## config.mk

```make
export PLATFORM = sky130hd
export DESIGN_NAME = clock_generator_controller
export DESIGN_NICKNAME = d
export VERILOG_FILES = /design/src/core/clock_generator_controller.v /design/src/core/post_divider.v
export VERILOG_INCLUDE_DIRS = /design/src /design/src/core
export SDC_FILE = /design/constraint.sdc
export NUM_CORES = 1
export LEC_CHECK = 0
export BUFFER_PORTS_ARGS = -buffer_cell sky130_fd_sc_hd__buf_2
export CORE_ASPECT_RATIO = 0.9
export CORE_MARGIN = 2
export CORE_UTILIZATION = 30
export CTS_BUF_LIST = sky130_fd_sc_hd__clkbuf_2
export CTS_CLUSTER_DIAMETER = 120
export DETAILED_ROUTE_END_ITERATION = 8
export GPL_ROUTABILITY_DRIVEN = 0
export SLEW_MARGIN = 10
export SYNTH_ARGS = -nofsm -noshare
export SYNTH_HDL_FRONTEND = slang
export SYNTH_SLANG_ARGS = --single-unit
```

## constraint.sdc

```tcl
create_clock -name clock -period 6.45 [get_ports clock]
set_input_delay 1.6125 -clock clock [delete_from_list [all_inputs] [get_ports clock]]
set_output_delay 1.6125 -clock clock [all_outputs]
set_load 0.02 [all_outputs]
```

## src/core/clock_gen_defines.vh

```
// constants for the clock generator controller
`ifndef CLOCK_GEN_DEFINES_VH
`define CLOCK_GEN_DEFINES_VH
`define CSR_ADDR 32'h01B7C100
`define MULT_ADDR 32'h01B7C110
`define DIV0_ADDR 32'h01B7C114
`define DIV1_ADDR 32'h01B7C118
`define DIV2_ADDR 32'h01B7C11C
`define DIV3_ADDR 32'h01B7C120
`define CFG_ADDR 32'h01B7C130
`define CSR_PATH_BIT 0
`define CSR_PDN_BIT 1
`define CSR_RST_BIT 3
`define CSR_STABLE_BIT 6
`define CFG_MEMSRC_BIT 4
`define DIV_EN_BIT 15
`define DIV_RATIO_W 5
`define MULT_RESET 5'h00
`define DIV0_RESET 5'h00
`define DIV1_RESET 5'h00
`define DIV2_RESET 5'h01
`define DIV3_RESET 5'h01
`define STABLE_TIME_NS 1000
`define CLOCK_PERIOD_NS 50
`define STABLE_CYCLES ((`STABLE_TIME_NS + `CLOCK_PERIOD_NS - 1) / `CLOCK_PERIOD_NS)
`define LOOP_RESET_NS 125
`define LOCK_TIME_NS 187500
`define LOOP_RESET_CYCLES ((`LOOP_RESET_NS + `CLOCK_PERIOD_NS - 1) / `CLOCK_PERIOD_NS)
`define LOCK_CYCLES (`LOCK_TIME_NS / `CLOCK_PERIOD_NS)
`endif

```

## src/core/clock_generator_controller.v

```verilog
// clock generator controller: registers, path select and post-dividers
`timescale 1ns/100ps
`default_nettype none
`include "clock_gen_defines.vh"
module clock_generator_controller (
  // clock and reset
  input wire clock,
  input wire rst,
  // register port from cpu or emulation
  input wire reg_sel,
  input wire reg_write,
  input wire [31:0] reg_addr,
  input wire [31:0] reg_wdata,
  output reg [31:0] reg_rdata,
  // clock sources as one-cycle ticks
  input wire loop_output_clock,
  input wire external_memory_clock_input,
  // loop control
  output reg loop_reset_bit,
  output reg loop_power_down_bit,
  output reg [4:0] loop_multiplier,
  output reg [4:0] prescaler_ratio,
  // system clock enables
  output reg core_system_clock,
  output reg peripheral_bus_clock,
  output reg memory_interface_system_clock,
  output reg second_clock_output_pin
);
  reg loop_path_select;
  reg memory_clock_source_select;
  reg [15:0] stable_count;
  reg stable;
  reg div0_en;
  reg div1_en;
  reg div2_en;
  reg div3_en;
  reg [4:0] div1_ratio;
  reg [4:0] div2_ratio;
  reg [4:0] div3_ratio;
  reg prescale_tick;
  reg [4:0] prescale_count;
  wire ref_tick;
  wire d1_tick;
  wire d2_tick;
  wire d3_tick;
  wire wr;
  reg [31:0] next_rdata;

  assign wr = reg_sel & reg_write;

  // register writes; any field may change at run time
  always @(posedge clock or posedge rst)
  begin
    if (rst)
    begin
      loop_path_select <= 1'b0;
      loop_reset_bit <= 1'b1;
      loop_power_down_bit <= 1'b0;
      memory_clock_source_select <= 1'b0;
      loop_multiplier <= `MULT_RESET;
      prescaler_ratio <= `DIV0_RESET;
      div1_ratio <= `DIV1_RESET;
      div2_ratio <= `DIV2_RESET;
      div3_ratio <= `DIV3_RESET;
      div0_en <= 1'b1;
      div1_en <= 1'b1;
      div2_en <= 1'b1;
      div3_en <= 1'b1;
    end
    else if (wr)
    begin
      case (reg_addr)
        `CSR_ADDR:
        begin
          // bit 2 and other reserved bits are not stored
          loop_path_select <= reg_wdata[`CSR_PATH_BIT];
          loop_power_down_bit <= reg_wdata[`CSR_PDN_BIT];
          loop_reset_bit <= reg_wdata[`CSR_RST_BIT];
        end
        `MULT_ADDR: loop_multiplier <= reg_wdata[4:0];
        `DIV0_ADDR:
        begin
          div0_en <= reg_wdata[`DIV_EN_BIT];
          prescaler_ratio <= reg_wdata[4:0];
        end
        `DIV1_ADDR:
        begin
          div1_en <= reg_wdata[`DIV_EN_BIT];
          div1_ratio <= reg_wdata[4:0];
        end
        `DIV2_ADDR:
        begin
          div2_en <= reg_wdata[`DIV_EN_BIT];
          div2_ratio <= reg_wdata[4:0];
        end
        `DIV3_ADDR:
        begin
          div3_en <= reg_wdata[`DIV_EN_BIT];
          div3_ratio <= reg_wdata[4:0];
        end
        `CFG_ADDR: memory_clock_source_select <= reg_wdata[`CFG_MEMSRC_BIT];
        default: ;
      endcase
    end
  end

  // input stable counter after reset
  always @(posedge clock or posedge rst)
  begin
    if (rst)
    begin
      stable_count <= 16'h0000;
      stable <= 1'b0;
    end
    else if (!stable)
    begin
      if (stable_count == `STABLE_CYCLES - 1)
        stable <= 1'b1;
      stable_count <= stable_count + 16'h0001;
    end
  end

  // prescaler on the loop path; stopped only by its enable (div0_en), power-down gates ref_tick instead
  always @(posedge clock or posedge rst)
  begin
    if (rst)
    begin
      prescale_count <= 5'h00;
      prescale_tick <= 1'b0;
    end
    else
    begin
      prescale_tick <= 1'b0;
      if (div0_en && loop_output_clock)
      begin
        if (prescale_count >= prescaler_ratio)
        begin
          prescale_count <= 5'h00;
          prescale_tick <= 1'b1;
        end
        else
          prescale_count <= prescale_count + 5'h01;
      end
    end
  end

  // bypass uses the input reference, every cycle
  // the loop path is dead while the loop is held in reset or powered down
  assign ref_tick = loop_path_select ?
    (prescale_tick & ~loop_reset_bit & ~loop_power_down_bit) : 1'b1;

  post_divider u_core (
    .clock(clock),
    .rst(rst),
    .src_tick(ref_tick),
    .enable(div1_en),
    .ratio(div1_ratio),
    .tick(d1_tick)
  );
  post_divider u_periph (
    .clock(clock),
    .rst(rst),
    .src_tick(ref_tick),
    .enable(div2_en),
    .ratio(div2_ratio),
    .tick(d2_tick)
  );
  post_divider u_mem (
    .clock(clock),
    .rst(rst),
    .src_tick(ref_tick),
    .enable(div3_en),
    .ratio(div3_ratio),
    .tick(d3_tick)
  );

  // outputs registered so every pin comes from a flip-flop
  always @(posedge clock or posedge rst)
  begin
    if (rst)
    begin
      core_system_clock <= 1'b0;
      peripheral_bus_clock <= 1'b0;
      memory_interface_system_clock <= 1'b0;
      second_clock_output_pin <= 1'b0;
    end
    else
    begin
      core_system_clock <= d1_tick;
      peripheral_bus_clock <= d2_tick;
      second_clock_output_pin <= d2_tick;
      memory_interface_system_clock <= memory_clock_source_select ?
        external_memory_clock_input : d3_tick;
    end
  end

  always @*
  begin
    next_rdata = 32'h00000000;
    case (reg_addr)
      `CSR_ADDR:
      begin
        next_rdata[`CSR_PATH_BIT] = loop_path_select;
        next_rdata[`CSR_PDN_BIT] = loop_power_down_bit;
        next_rdata[`CSR_RST_BIT] = loop_reset_bit;
        next_rdata[`CSR_STABLE_BIT] = stable;
      end
      `MULT_ADDR: next_rdata[4:0] = loop_multiplier;
      `DIV0_ADDR: next_rdata = {16'h0000, div0_en, 10'h000, prescaler_ratio};
      `DIV1_ADDR: next_rdata = {16'h0000, div1_en, 10'h000, div1_ratio};
      `DIV2_ADDR: next_rdata = {16'h0000, div2_en, 10'h000, div2_ratio};
      `DIV3_ADDR: next_rdata = {16'h0000, div3_en, 10'h000, div3_ratio};
      `CFG_ADDR: next_rdata[`CFG_MEMSRC_BIT] = memory_clock_source_select;
      default: next_rdata = 32'h00000000;
    endcase
  end

  // read data is registered: valid the cycle after reg_sel with reg_write low
  always @(posedge clock or posedge rst)
  begin
    if (rst)
      reg_rdata <= 32'h00000000;
    else if (reg_sel && !reg_write)
      reg_rdata <= next_rdata;
  end
endmodule // clock_generator_controller
`default_nettype wire

```

## src/core/post_divider.v

```verilog
// one programmable post-divider producing a one-cycle enable pulse
`timescale 1ns/100ps
`default_nettype none
module post_divider (
  // clock and reset
  input wire clock,
  input wire rst,
  // source rate and setting
  input wire src_tick,
  input wire enable,
  input wire [4:0] ratio,
  // divided output
  output reg tick
);
  reg [4:0] count;
  always @(posedge clock or posedge rst)
  begin
    if (rst)
    begin
      count <= 5'h00;
      tick <= 1'b0;
    end
    else
    begin
      tick <= 1'b0;
      if (!enable)
        count <= 5'h00;
      else if (src_tick)
      begin
        // a new ratio applies to the running count at once, no reset needed
        if (count >= ratio)
        begin
          count <= 5'h00;
          tick <= 1'b1;
        end
        else
          count <= count + 5'h01;
      end
    end
  end
endmodule // post_divider
`default_nettype wire

```

==> summary.md <==
| Metric | Value |
|---|---|
| Post-layout min period | 3.74 ns |
| Final setup viols | 0 |
| CTS H-tree lvls | 3 |
| Pleak | 0.00253 µW |
| Detail Route Antenna Nets | 0 |
| Reg2reg path depth | 7 |
| Post-CTS Hold Buffers | 0 |
| Worst EP arrival | 4.20 ns |
| RSZ-0062 raised after global routing | no |
| Synth top area cells | dfrtp_1 41%, mux2_2 7.7%, ha_1 6.7% |
| Slew headroom | 28.5% |
| Pre-antenna DRT Iters | 4 |
| CTS sink cnt | 84 |
| Flops & latches, synth | 84 |
| Filler Cells Inserted | 1,534 |
| Cell internal pwr | 672 µW |
| Reg-to-reg startpoint | div1_ratio[3] |
| Nets@finish | 587 |
| Final HPWL DP | 7920 µm |
| Total track usage | 13.3% |
| Core area | 15,300 µm² |
| Top cell type's share of synthesized area | 41.4% |
| ANT cells | 0 |
| Final Hold Viols | 0 |
| Drt total wl | 10,300 µm |
| Max FO, Critical Path | 12 |
| Setup Buffers After CTS | 0 |
| Cell area after synthesis | 4660 µm² |
| Startpoint types | input pin |
| Sequential area share after synthesis | 45.3% |
| Max-slew violations | 0 |
| Reported max-cap violation count | 0 |
| Top cell type by total area after synthesis | dfrtp_1 |
| HP Class | reg -> reg |
| R2r setup slk | 4.38 ns |
| Sw frac | 25.8% |
| Power per cell area | 173 nW/µm² |
| FFs w/ async S/R, synth | 100% |
| CTS buffer count | 9 |
| Critical path type | in -> reg |
| Clk buf depth | 2 |
| Chip Width | 135 µm |
| Largest net degree at the start of global routing | 85 |
| Worst endpoint required time | 6.91 ns |
| Via count | 3,358 |
| Fin Hold WS | 0.380 ns |
| Root buffer cell | clkbuf_2 |
| CTS resizes | 0 |
| CTS tree | yes |
| Setup TNS | 0 ns |
| Share of layout cells above drive strength 1 | 28.0% |
| Maximum clock rate | 0.267 GHz |
| Initial core utilization | 30.5% |
| Worst ir drop on vdd | 0.0000781 V |
| Cell Rows | 43 |
| Worst setup endpoint | loop_multiplier[2] |
| P_sw | 234 µW |
| Initial DRC Count | 188 |
| Vias per cell | 4.80 |
| Die height | 122 µm |
| Post-Syn Area per Cell | 10.9 µm² |
| Initial antenna violation count | 0 |
| I/O Buffers | 66 |
| Total grt overflow | 0 |
| Final Cycle Share | 58.0% |
| Residual DRC | 0 |
| I/O pin count | 118 |
| Distinct cell type count after synthesis | 58 |
| Most frequent cells in the layout | 77 x dfrtp_1, 66 x buf_2, 32 x mux2_2 |
| Gate power share | 6.2% |
| Status | complete, no violations |
| Slew @ Worst Pin | 1.07 ns |
| Post-synth top flop | dfrtp_1 |
| Clock insertion delay at the later pin of the skew report | 0.54 ns |
| Clock Skews | 0.0235 ns |
| Seq pwr share | 58.3% |
| Clock share of power | 35.5% |
| Ys Warns | 0 |
| WL/cell | 14.7 µm |
| R2R Path End | u_core.count[4] |
| Worst Setup End Kind | register |
| Clk slew on worst S/H paths | 0.23 ns |
| Die area | 16,500 µm² |
| Vias in the first global route | 3,399 |
| First-pass GRT wire length | 17,200 µm |
| Post-synth EDFFs | 0 |
| Synth Instances | 426 |
| Critical path startpoint | reg_addr[13] |
| Commonest non-fill, non-tap cell in the layout | dfrtp_1 |
| Area delta synth->final | 12.7% |
routing by layer:
metal,wire (µm),vias to the layer above,global-route usage [%],share of wire [%]
met5,0,-,0,0
met4,133,0,3.06,1.3
met3,420,12,3.37,4.1
met2,4710,75,21.8,46
met1,5010,1666,17.9,49
li1,-,1605,-,-
worst max-delay path, cell delays in order:
cell and delay [ns]:
buf_2 0.09, or4b_1 0.53, nor4_2 0.30, nand4_2 0.45, or4b_1 0.84, mux2_4 0.36
cell families after synthesis:
logic type      count (synthesis)  synth area share [%]
flops                          84                  45.3
xor+xnor                       18                  3.39
buf+inv                        65                  7.44
fa+ha+maj                      25                  6.72
compound gates                 65                  9.16
mux                            45                  11.9
simple gates                  123                  16.0
other cells                     1                0.0805
cells in the mapped netlist, drive strengths merged, types with 5 or more instances:
cell type   n
nor3        6
inv        28
xor2        9
nor2       11
nand3      26
ha         25
nor2b       7
clkbuf      8
dfrtp      77
a22o        6
buf        29
nand2      29
dfstp       7
nor4       11
nand2b      9
o21ai      22
a21oi       8
xnor2       9
a21o        6
and3        5
mux2       38
worst min-delay path by stage:
stage	from	end	slack (ns)	cells after the start
floorplan	u_core.tick	core_system_clock	0.33	0
global placement	u_periph.tick	second_clock_output_pin	0.34	0
detailed placement	u_periph.tick	second_clock_output_pin	0.34	0
CTS	u_periph.tick	second_clock_output_pin	0.37	0
global route	u_periph.tick	second_clock_output_pin	0.39	0
finish	u_periph.tick	second_clock_output_pin	0.38	0
state kept, by name, summed over array words and instances (netlist names), 5 cells and up:
register / cells
loop_multiplier: 5
div3_ratio: 5
u_core.count: 5
reg_rdata: 7
div2_ratio: 5
prescaler_ratio: 5
u_mem.count: 5
u_periph.count: 5
stable_count: 16
div1_ratio: 5
prescale_count: 5
power by group through the flow:
stage / registers (µW) / logic (µW) / clock network (µW)
after floorplan: 537 / 44.2 / 0
after global placement: 537 / 54.9 / 0
after detailed placement: 537 / 55.9 / 0
after CTS: 528 / 56.1 / 335
after global routing: 529 / 62.2 / 356
final: 528 / 55.8 / 322
per-stage QoR:
| step | total power (µW) | utilization [%] | area [µm²] | std cells | worst slack [ns] |
|---|---|---|---|---|---|
| final | 906 | 34.3 | 5250 | 699 | 2.71 |
| after global routing | 947 | 34.3 | 5250 | 699 | 2.66 |
| after CTS | 919 | 34.3 | 5250 | 699 | 2.74 |
| after detailed placement | 593 | 33.4 | 5100 | 683 | 2.12 |
| after global placement | 592 | 33.4 | 5100 | 683 | 2.10 |
| after floorplan | 581 | - | 4750 | 450 | 2.68 |
area by class of cell:
class	count	area (µm²)	share of cell area, %
well taps	202	253	4.82
repair buffers	68	345	6.58
clock inverters	7	97.6	1.86
flip-flops and latches	84	2110	40.2
clock buffers	9	45.0	0.858
multi-input cells	301	2290	43.6
inverters	28	106	2.03
(Power assumes the default switching activity.)
